==> config.mk <==
export PLATFORM = sky130hd
export DESIGN_NAME = debug_break_ctrl
export DESIGN_NICKNAME = d
export VERILOG_FILES = /design/src/common/dbg_break_pkg.sv /design/src/verilog/sync2.sv /design/src/verilog/access_event_unit.sv /design/src/verilog/debug_break_ctrl.sv
export SDC_FILE = /design/constraint.sdc
export NUM_CORES = 1
export LEC_CHECK = 0
export ABC_AREA = 1
export CORE_AREA = 5 5 117 119
export CTS_BUF_LIST = sky130_fd_sc_hd__clkbuf_8
export DETAILED_ROUTE_END_ITERATION = 8
export DIE_AREA = 0 0 122 124
export DONT_BUFFER_PORTS = 1
export PLACE_DENSITY_LB_ADDON = 0.3
export SETUP_SLACK_MARGIN = 0.2
export SLEW_MARGIN = 20
export SYNTH_ARGS = -nofsm -noshare
export SYNTH_HDL_FRONTEND = slang
export SYNTH_HIERARCHICAL = 1
export SYNTH_SLANG_ARGS = --single-unit
==> constraint.sdc <==
create_clock -name mclk -period 1.4 [get_ports mclk]
set_clock_uncertainty 0.15 [all_clocks]
set_input_delay 0 -clock mclk [delete_from_list [all_inputs] [get_ports mclk]]
set_output_delay 0 -clock mclk [all_outputs]
set_load 0.01 [all_outputs]
==> src/common/dbg_break_pkg.sv <==
/*
 * Shared constants for the multi-core debug break and event block.
 * Assumes a single core clock domain and a synchronous active-low reset.
 */
package dbg_break_pkg;

    // ----------------------------------------------------------------
    // Core count and widths
    // ----------------------------------------------------------------
    localparam int         NUM_CORES      = 2;
    localparam int         DBG_INFO_W     = 32;
    localparam int         ACC_SIZE_W     = 2;

    // ----------------------------------------------------------------
    // Reset values
    // ----------------------------------------------------------------
    localparam logic [31:0] DBG_INFO_RST   = 32'h0000_0000;

    // ----------------------------------------------------------------
    // Access size encodings
    // ----------------------------------------------------------------
    localparam logic [1:0] ACC_SIZE_8     = 2'h0;
    localparam logic [1:0] ACC_SIZE_16    = 2'h1;
    localparam logic [1:0] ACC_SIZE_32    = 2'h2;
    localparam logic [1:0] ACC_SIZE_64    = 2'h3;

    // ----------------------------------------------------------------
    // Flash rewrite sequencer states
    // ----------------------------------------------------------------
    typedef enum logic [1:0] {
        FW_IDLE,
        FW_SAVE,
        FW_PROG,
        FW_RESTORE
    } flash_state_e;

endpackage

==> src/verilog/sync2.sv <==
/*
 * Two flip-flop synchroniser for a single level from outside the clock.
 * Assumes the input is a slowly changing level, not a pulse.
 */
`timescale 1ns/10ps
module sync2
(
    // Clock and reset
    input  wire logic mclk,
    input  wire logic resetn,
    // Level in and out
    input  wire logic din,
    output logic      dout
);
    typedef struct packed
    {
        logic stage1;
        logic stage2;
    } sync_s;

    sync_s st_ff;
    sync_s nxt_st;

    // ----------------------------------------------------------------
    // Next state: first stage read only by the second
    // ----------------------------------------------------------------
    always_comb
    begin
        nxt_st        = st_ff;
        nxt_st.stage1 = din;
        nxt_st.stage2 = st_ff.stage1;
    end

    // Registers
    always_ff @(posedge mclk)
    begin
        if (!resetn)
            st_ff <= '0;
        else
            st_ff <= nxt_st;
    end

    assign dout = st_ff.stage2;
endmodule

==> src/verilog/access_event_unit.sv <==
/*
 * Access event matcher for one bus port of the primary core.
 * Assumes access strobes are single-cycle pulses on the core clock.
 */
`timescale 1ns/10ps
module access_event_unit
(
    // Clock and reset
    input  wire logic        mclk,
    input  wire logic        resetn,
    // Event setup
    input  wire logic        ev_enable,
    input  wire logic        ev_is_read,
    input  wire logic        ev_use_data,
    input  wire logic [31:0] ev_addr,
    input  wire logic [31:0] ev_data,
    // Observed access
    input  wire logic        acc_valid,
    input  wire logic        acc_write,
    input  wire logic [31:0] acc_addr,
    input  wire logic [31:0] acc_data,
    input  wire logic        acc_rmw_write,
    input  wire logic        acc_blind,
    // Match
    output logic             ev_hit
);
    typedef struct packed
    {
        logic hit;
    } ev_s;

    ev_s st_ff;
    ev_s nxt_st;
    logic match;

    // ----------------------------------------------------------------
    // Match logic
    // ----------------------------------------------------------------
    always_comb
    begin
        match = ev_enable && acc_valid && !acc_blind
             && (acc_write != ev_is_read)
             && (acc_addr == ev_addr)
             && (!ev_use_data || acc_data == ev_data);
        // Data-conditioned events never see the RMW write half
        if (ev_use_data && acc_rmw_write && acc_write)
            match = 1'b0;
        nxt_st     = st_ff;
        nxt_st.hit = match;
    end

    // Registers
    always_ff @(posedge mclk)
    begin
        if (!resetn)
            st_ff <= '0;
        else
            st_ff <= nxt_st;
    end

    assign ev_hit = st_ff.hit;

    a_rmw_no_hit: assert property (@(posedge mclk) disable iff (!resetn)
        (ev_use_data && acc_rmw_write && acc_write) |=> !ev_hit)
        else $error("rmw write matched a data event");
    a_blind_no_hit: assert property (@(posedge mclk) disable iff (!resetn)
        acc_blind |=> !ev_hit)
        else $error("blind access produced an event");
endmodule

==> src/verilog/debug_break_ctrl.sv <==
/*
 * Debug break and event control for a multi-core controller.
 * Assumes the probe command strobes are on mclk; pins are synchronised.
 */
// Functional notes
// Refuse hot attach while reset pin held or in power shutoff standby.
// Async debug mode: peripheral freeze-on-break never takes effect.
// Async debug mode: ignore reset requests while any core is in break; the code gates only user_reset_req, debugger reset is still taken.
// Async debug mode: freeze both watchdog counters while any core breaks.
// Coincident run ECC error and halted-core debugger access is suppressed.
// Halted-core debugger access breaks a concurrent protected write.
// Debugger spaces section measurement start and end widely enough.
// Debugger working area is 4 or 9 KB at top of local RAM.
// Working RAM saved and restored; system keeps other masters away.
// Flash rewrite sets PLL undivided; refused above clock monitor limit.
// Flash programming fails if break hit clock-setting code.
// Debugger never sets 64-bit access-size event conditions.
// Primary core RMW write half never matches a data-conditioned event.
// Access right after bit or cache instruction produces no event.
// Two global RAM banks give at most two events per cycle.
// Read event just before forced or event break rebreaks on resume.
// Overwritten software break instruction produces no break.
// Debug information clears to zero on any reset.
// Debugger reset always resets cores, then breaks every core.
// Per-core break states ORed for reset gating and watchdog freeze.
`timescale 1ns/10ps
module debug_break_ctrl
#(
    parameter int NCORE = dbg_break_pkg::NUM_CORES
)
(
    // Clock and reset
    input  wire logic             mclk,
    input  wire logic             resetn,
    // Device pins and power state
    input  wire logic             rst_pin_n,
    input  wire logic             standby_off,
    input  wire logic             attach_req,
    // Modes and per-core break state
    input  wire logic             async_mode,
    input  wire logic [NCORE-1:0] core_break,
    input  wire logic             periph_freeze_en,
    // Reset sources
    input  wire logic             user_reset_req,
    input  wire logic             dbg_reset_req,
    // Flash rewrite control
    input  wire logic             flash_req,
    input  wire logic             pll_over_limit,
    input  wire logic             in_clock_setup,
    input  wire logic             save_done,
    input  wire logic             prog_done,
    input  wire logic             restore_done,
    // Shared resource accesses
    input  wire logic             run_ecc_err,
    input  wire logic             run_flash_acc,
    input  wire logic             halt_dbg_acc,
    input  wire logic             prot_seq_step,
    // Break requests
    input  wire logic             brk_forced,
    input  wire logic             brk_event,
    input  wire logic             resume,
    input  wire logic             swbrk_fetch,
    input  wire logic             swbrk_intact,
    // Access events, primary core
    input  wire logic             ev_enable,
    input  wire logic             ev_is_read,
    input  wire logic             ev_use_data,
    input  wire logic [31:0]      ev_addr,
    input  wire logic [31:0]      ev_data,
    input  wire logic [1:0]       acc_valid,
    input  wire logic [1:0]       acc_write,
    input  wire logic [63:0]      acc_addr,
    input  wire logic [63:0]      acc_data,
    input  wire logic             acc_rmw_write,
    input  wire logic             prev_bit_or_cache,
    // Debug information
    input  wire logic             dbg_info_wr,
    input  wire logic [31:0]      dbg_info_wdata,
    // Outputs
    output logic                  attach_ok,
    output logic                  attach_refused,
    output logic                  periph_freeze,
    output logic                  core_reset,
    output logic                  break_all,
    output logic                  wdt_a_freeze,
    output logic                  wdt_b_freeze,
    output logic                  ecc_err_out,
    output logic                  prot_seq_abort,
    output logic                  pll_undivided,
    output logic                  flash_busy,
    output logic                  flash_fail,
    output logic [1:0]            ev_hits,
    output logic                  rebreak,
    output logic                  sw_break,
    output logic [31:0]           dbg_info
);
    initial
    begin
        if (NCORE < 1 || NCORE > 8)
            $error("NCORE must be 1 to 8");
    end

    // ----------------------------------------------------------------
    // State
    // ----------------------------------------------------------------
    typedef struct packed
    {
        logic                        attach_ok;
        logic                        attach_refused;
        logic                        periph_freeze;
        logic                        core_reset;
        logic                        break_all;
        logic                        wdt_freeze;
        logic                        ecc_err;
        logic                        prot_abort;
        logic                        pll_undiv;
        logic                        flash_fail;
        dbg_break_pkg::flash_state_e fstate;
        logic                        rd_pending;
        logic                        rebreak;
        logic                        sw_break;
        logic                        dbg_rst_seen;
        logic [31:0]                 dbg_info;
    } ctrl_s;

    ctrl_s st_ff;
    ctrl_s nxt_st;

    logic       rst_pin_s;
    logic       standby_s;
    logic       any_break;
    logic [1:0] hit;
    logic       clk_setup_brk;

    // Pin level synchronisers
    sync2 u_sync_rst
    (
        .mclk   (mclk),
        .resetn (resetn),
        .din    (rst_pin_n),
        .dout   (rst_pin_s)
    );
    sync2 u_sync_stby
    (
        .mclk   (mclk),
        .resetn (resetn),
        .din    (standby_off),
        .dout   (standby_s)
    );

    // ----------------------------------------------------------------
    // Global RAM bank event matchers
    // ----------------------------------------------------------------
    genvar g;
    generate
        for (g = 0; g < 2; g++)
        begin : g_bank
            // One matcher per bank, so two hits per cycle at most
            access_event_unit u_ev
            (
                .mclk          (mclk),
                .resetn        (resetn),
                .ev_enable     (ev_enable),
                .ev_is_read    (ev_is_read),
                .ev_use_data   (ev_use_data),
                .ev_addr       (ev_addr),
                .ev_data       (ev_data),
                .acc_valid     (acc_valid[g]),
                .acc_write     (acc_write[g]),
                .acc_addr      (acc_addr[32*g +: 32]),
                .acc_data      (acc_data[32*g +: 32]),
                .acc_rmw_write (acc_rmw_write),
                .acc_blind     (prev_bit_or_cache),
                .ev_hit        (hit[g])
            );
        end
    endgenerate

    // Break state of all cores merged
    assign any_break = |core_break;
    assign clk_setup_brk = in_clock_setup && any_break;

    // ----------------------------------------------------------------
    // Next state
    // ----------------------------------------------------------------
    always_comb
    begin
        nxt_st = st_ff;

        // Attach refused under reset pin or power shutoff
        nxt_st.attach_ok      = attach_req && rst_pin_s && !standby_s;
        nxt_st.attach_refused = attach_req && (!rst_pin_s || standby_s);

        // Freeze only honoured in synchronous mode
        nxt_st.periph_freeze = periph_freeze_en && any_break
                             && !async_mode;

        // Debugger reset wins over masking; user reset gated
        nxt_st.core_reset = dbg_reset_req
            || (user_reset_req && !(async_mode && any_break));
        if (dbg_reset_req)
            nxt_st.dbg_rst_seen = 1'b1;
        // Break all cores once the debugger reset is released
        nxt_st.break_all = st_ff.dbg_rst_seen && !dbg_reset_req;
        if (nxt_st.break_all)
            nxt_st.dbg_rst_seen = 1'b0;

        nxt_st.wdt_freeze = async_mode && any_break;

        // Debugger access hides a coincident flash access error of the running core
        nxt_st.ecc_err = run_ecc_err
                       && !(run_flash_acc && halt_dbg_acc);
        nxt_st.prot_abort = prot_seq_step && halt_dbg_acc;

        // Flash rewrite sequence with working RAM save and restore
        case (st_ff.fstate)
            dbg_break_pkg::FW_IDLE:
            begin
                if (flash_req)
                begin
                    nxt_st.flash_fail = 1'b0;
                    if (clk_setup_brk)
                        nxt_st.flash_fail = 1'b1;
                    else
                    begin
                        nxt_st.pll_undiv = 1'b1;
                        nxt_st.fstate    = dbg_break_pkg::FW_SAVE;
                    end
                end
            end
            dbg_break_pkg::FW_SAVE:
            begin
                if (pll_over_limit)
                begin
                    nxt_st.flash_fail = 1'b1;
                    nxt_st.fstate     = dbg_break_pkg::FW_RESTORE;
                end
                else if (save_done)
                    nxt_st.fstate = dbg_break_pkg::FW_PROG;
            end
            dbg_break_pkg::FW_PROG:
            begin
                if (pll_over_limit)
                    nxt_st.flash_fail = 1'b1;
                if (prog_done || pll_over_limit)
                    nxt_st.fstate = dbg_break_pkg::FW_RESTORE;
            end
            dbg_break_pkg::FW_RESTORE:
            begin
                if (restore_done)
                begin
                    nxt_st.pll_undiv = 1'b0;
                    nxt_st.fstate    = dbg_break_pkg::FW_IDLE;
                end
            end
            default:
                nxt_st.fstate = dbg_break_pkg::FW_IDLE;
        endcase

        // Read event just before a break is replayed; arming beats clear
        nxt_st.rebreak = resume && st_ff.rd_pending;
        if (resume)
            nxt_st.rd_pending = 1'b0;
        if ((|hit) && ev_is_read && (brk_forced || brk_event))
            nxt_st.rd_pending = 1'b1;

        // Overwritten break instruction is just ordinary code
        nxt_st.sw_break = swbrk_fetch && swbrk_intact;

        // Debug information written by the debugger only
        if (dbg_info_wr)
            nxt_st.dbg_info = dbg_info_wdata;
        if (nxt_st.core_reset)
            nxt_st.dbg_info = dbg_break_pkg::DBG_INFO_RST;
    end

    // Registers; any device reset clears debug information
    always_ff @(posedge mclk)
    begin
        if (!resetn)
        begin
            st_ff          <= '0;
            st_ff.fstate   <= dbg_break_pkg::FW_IDLE;
            st_ff.dbg_info <= dbg_break_pkg::DBG_INFO_RST;
        end
        else
            st_ff <= nxt_st;
    end

    // ----------------------------------------------------------------
    // Outputs, straight from flip-flops except flash_busy, decoded from fstate
    // ----------------------------------------------------------------
    assign attach_ok      = st_ff.attach_ok;
    assign attach_refused = st_ff.attach_refused;
    assign periph_freeze  = st_ff.periph_freeze;
    assign core_reset     = st_ff.core_reset;
    assign break_all      = st_ff.break_all;
    assign wdt_a_freeze   = st_ff.wdt_freeze;
    assign wdt_b_freeze   = st_ff.wdt_freeze;
    assign ecc_err_out    = st_ff.ecc_err;
    assign prot_seq_abort = st_ff.prot_abort;
    assign pll_undivided  = st_ff.pll_undiv;
    assign flash_busy     = (st_ff.fstate != dbg_break_pkg::FW_IDLE);
    assign flash_fail     = st_ff.flash_fail;
    assign ev_hits        = hit;
    assign rebreak        = st_ff.rebreak;
    assign sw_break       = st_ff.sw_break;
    assign dbg_info       = st_ff.dbg_info;

    // ----------------------------------------------------------------
    // Checks
    // ----------------------------------------------------------------
    a_attach_refuse: assert property (@(posedge mclk) disable iff (!resetn)
        attach_ok |-> $past(rst_pin_s) && !$past(standby_s))
        else $error("attach accepted in reset or standby");
    a_freeze_async: assert property (@(posedge mclk) disable iff (!resetn)
        $past(async_mode) |-> !periph_freeze)
        else $error("peripheral frozen in async mode");
    a_reset_gated: assert property (@(posedge mclk) disable iff (!resetn)
        (async_mode && any_break && !dbg_reset_req) |=> !core_reset)
        else $error("reset taken during async break");
    a_wdt_frozen: assert property (@(posedge mclk) disable iff (!resetn)
        (async_mode && any_break) |=> (wdt_a_freeze && wdt_b_freeze))
        else $error("watchdog not frozen");
    a_ecc_hidden: assert property (@(posedge mclk) disable iff (!resetn)
        (run_flash_acc && halt_dbg_acc) |=> !ecc_err_out)
        else $error("ecc error not suppressed");
    a_prot_abort: assert property (@(posedge mclk) disable iff (!resetn)
        (prot_seq_step && halt_dbg_acc) |=> prot_seq_abort)
        else $error("protected sequence not broken");
    a_clk_setup_fail: assert property (@(posedge mclk) disable iff (!resetn)
        (!flash_busy && flash_req && clk_setup_brk)
            |=> flash_fail && !flash_busy)
        else $error("flash started in clock setup");
    a_dbg_reset: assert property (@(posedge mclk) disable iff (!resetn)
        dbg_reset_req ##1 !dbg_reset_req |=> break_all)
        else $error("no break after debugger reset");
    a_info_clear: assert property (@(posedge mclk) disable iff (!resetn)
        core_reset |-> dbg_info == 32'h0000_0000)
        else $error("debug info not cleared");
    a_sw_break: assert property (@(posedge mclk) disable iff (!resetn)
        !swbrk_intact |=> !sw_break)
        else $error("break from overwritten location");
endmodule

* Word-level counts from Yosys, hierarchy flattened *
Index checks and enable logic that the tools add are counted.

cells by class
  reduce and logical (&&, ||, !) cells = 58
  muxes and demuxes = 15
  bitwise operators = 1
  equality and inequality tests = 15

operator list
  cell                                                              count
  32-bit == test                                                    4
  1-bit logical AND                                                 29
  2-bit OR reduction                                                7
  2-bit 2-to-1 mux                                                  5
  1-bit logical NOT                                                 8
  2-bit != test (second input constant)                             4
  2-bit case mux with 4 select lines                                1
  2-bit nonzero test                                                4
  1-bit logical OR                                                  6
  1-bit 2-to-1 mux                                                  6
  5-bit AND reduction                                               1
  2-bit == test (second input constant)                             2
  4-bit 2-to-1 mux                                                  1
  1-bit case mux with 2 select lines                                2
  4-bit AND reduction                                               1
  3-bit != test (second input constant)                             1
  3-bit AND reduction                                               1
  2-bit by 1-bit == test with 1-bit output (second input constant)  1
  2-bit logical NOT                                                 1
  1-bit != test                                                     2
  2-bit by 1-bit != test with 1-bit output (second input constant)  1
  1-bit NOT                                                         1

word-level totals
  register bits = 54
  logic and storage cells = 111
  bits of input ports = 260
  output and inout bits = 48

* Longest topological paths before layout *
  depth after elaboration = 6
  depth in mapped cells = 11
  mapped depth without buffers = 11

* Hierarchy *
The synthesis kept the hierarchy.

by module, submodules not included
  module             instances  area each (µm²)  cells each  sequential area each (µm²)
  debug_break_ctrl   1          2,204.6          270         960.9
  access_event_unit  2          1,099.8          239         20.0
  sync2              2          55.1             6           40.0

* Worst setup path before layout *
Ideal clock, no wire load.

  path kind = register to register
  from = register st_ff[36] (netlist bit)
  to = register st_ff[36] (netlist bit)
  period minus slack after synthesis = 1.465 ns
  library setup time = 0.064 ns
  data required time = 1.186 ns
  data arrival time = 1.252 ns
  stages on the path, launching flop included = 10
  buffers on the path = 0
  slack = -0.065 ns
  cells stage by stage = dfxtp_1 -> inv_1 -> ha_1 -> inv_1 -> nor2_1 -> inv_1 -> nand3_1 -> nor2_1 -> nor2_1 -> nor2_1

between the ends
  word-level cells in the longest chain between the ends = 3
  elaborated cells between the ends (all ways) = 11
  those cells by class = eq/ne: 8; mux: 1; reduce/logical: 2

RTL lines
  item                                                                    line                     text
  start: declaration                                                      debug_break_ctrl.sv:126  ctrl_s st_ff;
  start signal: assignment                                                debug_break_ctrl.sv:287  st_ff <= nxt_st;
  2-bit by 1-bit == test with 1-bit output, or another cell as far along  debug_break_ctrl.sv:216  case (st_ff.fstate)
  3-bit != test (no source line) or 2-bit != test (tied branches)         --
  5-bit AND reduction (no source line)                                    --

Several ways; a longest one is shown, not always the timed one.
A chain may end at the register's enable or synchronous reset.

* Worst setup path after layout *
Same ends and word-level chain as after synthesis.

==> impl_metrics.toml <==
[status]
run_status = "finished with violations"
failed_checks = "negative hold slack"

[synthesis]
async_reset_ff_share_pct = 0
synth_area_sq_mm = 0.004514
syn_nets = 1025
synth_edf_count = 0
synth_top_area_share_pct = 24.70
ys_seq_elements = 54
synth_area_leaders = "nand2_1 25%, dfxtp_1 24%, inv_1 10%"
seq_area_frac_synth_pct = 23.95
synth_warnings = 6
yosys_most_used_dff = "dfxtp_1"
ys_types = 28
synth_top_area_cell = "nand2_1"
synth_cells = 760
avgSynthCellArea_sq_um = 5.940

[clock_network]
path_clk_slew_ns = 0.10
htree_levels = 2
clock-sinks = 54
insertion_delay_ns = 0.30
cts_buffers = 5
cts.path.max_buffers = 2
cts_tree = "built"
cts-root-buf = "clkbuf_8"

[route]
wire_per_inst_microns = 14.45
routed-wl-met3_microns = 1490
met2_length_microns = 7763
drc = 0
dr_total_vias = 4566
viasPerCell = 4.503
routed_wl_microns = 14660
wl_met1_microns = 5180
drt_iter0_drc = 167
ant_nets = 0
top_layer_used = "met4"
first_pass_iters = 4

[sta]
final_hold_viol_count = 44
maxSlewViolCount = 0
final.setup.tns_ns = 0
rsz0062_at_grt = "true"
layout_min_cycle_time_ns = 1.374
slew_headroom_pct = 59.38
period_share_pct = 98.11
fmaxAchievable_ghz = 0.7280
setup_viol_count_final = 0
tightest_slew_ns = 0.6094
fin_hold_ws_ns = -0.3476

[placed_design]
dp.final_hpwl_microns = 11370
routabilityCongestion = 0.8506
port-buffer-count = 0
placed_cells = 893

[global_routing]
grt_use_total_pct = 17.72
grt_overflow = 0
grt_pass1_vias = 4524
grt_pass1_wl_microns = 21410
grt_start_max_net_pins = 23
grt_antenna_before_repair = 0

[pwr]
p_total_mw = 4.576
pwr_density_cell_mw_per_mm2 = 778.3
leakage_nw = 3.053
intPower_mw = 3.092
clkPwrFrac_pct = 23.2
sw_frac_of_total_pct = 32.43
irDropWorstVdd_mv = 0.4073
p_comb_share_pct = 38.4
p_sw_mw = 1.484
pwr-share-seq_pct = 38.4

[final_layout]
multi_input_area_sq_mm = 0.002736
fillers = 1228
utilization_pct = 47.16
regArea_sq_mm = 0.001089
antenna_cells = 0
finalNetCount = 1106
final_cells = 1014
drive_gt1_share_pct = 10.21
area_delta_synth_final_pct = 30.24

[critical_path]
startpoint_type = "flip-flop"
crit_type = "reg -> reg"
crit_fanout = 5
arrival_ns = 1.46
worst_setup_path_end_kind = "flip-flop"
required_ns = 1.48

[floorplanning]
start_util_pct = 36.21
fp.dieW_microns = 122
placementRows = 41
dieArea_sq_mm = 0.01513
fp.coreArea_sq_mm = 0.01247
io-pin-count = 308
dieHeight_microns = 124

[run]
maxCapViolCount = 0

[min_path]
hp-class = "in -> reg"
[worst max-delay path, cell delays in order, from the launching register on]
cell     delay, ns
dfxtp_4       0.39
inv_4         0.05
ha_4          0.17
nand2_4       0.06
nor2_4        0.04
nor2_4        0.18
inv_2         0.05
nor2_2        0.09
nor2_1        0.05
nor2_1        0.08
[flip-flops by register name, indices dropped and copies added (netlist names)]
register,cells
u_sync_rst/dout,1
u_sync_rst/nxt_st,1
break_all,1
flash_fail,1
dbg_info,32
pll_undivided,1
core_reset,1
g_bank.u_ev/ev_hit,2
periph_freeze,1
u_sync_stby/dout,1
attach_refused,1
u_sync_stby/nxt_st,1
sw_break,1
attach_ok,1
rebreak,1
ecc_err_out,1
st_ff,4
wdt_a_freeze,1
prot_seq_abort,1
[layer usage]
metal  global-route usage, %  up-vias
met5                       0        -
met4                   4.482        0
met3                   6.222       19
met2                   35.22      203
met1                   17.34     1981
li1                        -     2363
[layout make-up]
cell class	count	area share, %
multi-input cells	535	46.54
repair buffers	118	21.07
flip-flops and latches	54	18.51
inverters	127	8.236
well taps	172	3.660
clock buffers	5	1.170
clock inverters	3	0.8087
[worst paths after layout]
kind | startpoint | end | slack (ns) | cells past startpoint
max | st_ff[36]$_SDFFE_PN0P_ | st_ff[36]$_SDFFE_PN0P_ | 0.03 | 9
min | resetn | st_ff[32]$_SDFFE_PP0P_ | -0.35 | 2
max reg2reg | st_ff[36]$_SDFFE_PN0P_ | st_ff[36]$_SDFFE_PN0P_ | 0.03 | 9
min reg2reg | u_sync_stby/dout$_SDFF_PN0_ | attach_ok$_SDFF_PN0_ | 0.26 | 1
[cells in the final DEF (no fill, tap or decap), types with 4 or more instances in the layout]
master / instances
nor3_1: 5
a21oi_1: 4
nand2_2: 4
dlymetal6s4s_1: 31
inv_2: 4
nor2_2: 6
xor2_1: 16
buf_4: 12
a21oi_2: 31
nor2_1: 77
dlygate4sd3_1: 74
nand2_1: 293
clkbuf_8: 5
xnor2_1: 49
inv_1: 120
o21ai_0: 14
dfxtp_1: 52
nand3_1: 9
[cell families after synthesis]
family / count (synthesis) / synth area share [%]
AND/OR/NAND/NOR: 407 / 35.01
buffers and inverters: 171 / 17.60
XOR/XNOR: 66 / 12.80
AO/OA/AOI/OAI: 57 / 9.257
flip-flops: 54 / 23.95
adder cells (fa/ha/maj): 5 / 1.386
[cells in the mapped netlist (3+ instances only)]
cell type,number
a21oi_1,5
a21oi_2,30
buf_2,5
buf_4,33
buf_6,3
clkbuf_1,3
dfxtp_1,54
ha_1,5
inv_1,126
nand2_1,297
nand3_1,11
nor2_1,84
nor3_1,8
o21ai_0,16
xnor2_1,50
xor2_1,16
[repair_timing]
item / 4_1_cts / 5_1_grt
setup endpoints to repair: 5 / 42
pin swaps: 9 / 50
gates resized for setup: 9 / 53
hold endpoints to repair: 54 / 43
cloned: 0 / 0
setup buffers: 1 / 7
hold buffers: 106 / 2
[per-stage QoR]
step,setup WS (ns),area [sq um]
after floorplan,0.1029,4532
after global placement,0.01268,4479
after detailed placement,-0.004233,4479
after CTS,0.03734,5687
after global routing,-0.07163,5879
final,0.02645,5879
[power by group through the flow]
stage / Clock [mW] / Combinational [mW] / Sequential, mW
final: 1.06 / 1.76 / 1.76
after global routing: 1.17 / 1.95 / 1.77
after CTS: 1.11 / 1.54 / 1.76
after detailed placement: 0 / 1.20 / 1.78
after global placement: 0 / 1.19 / 1.78
after floorplan: 0 / 1.07 / 1.74
No activity file was read; power rests on OpenSTA's default activity.
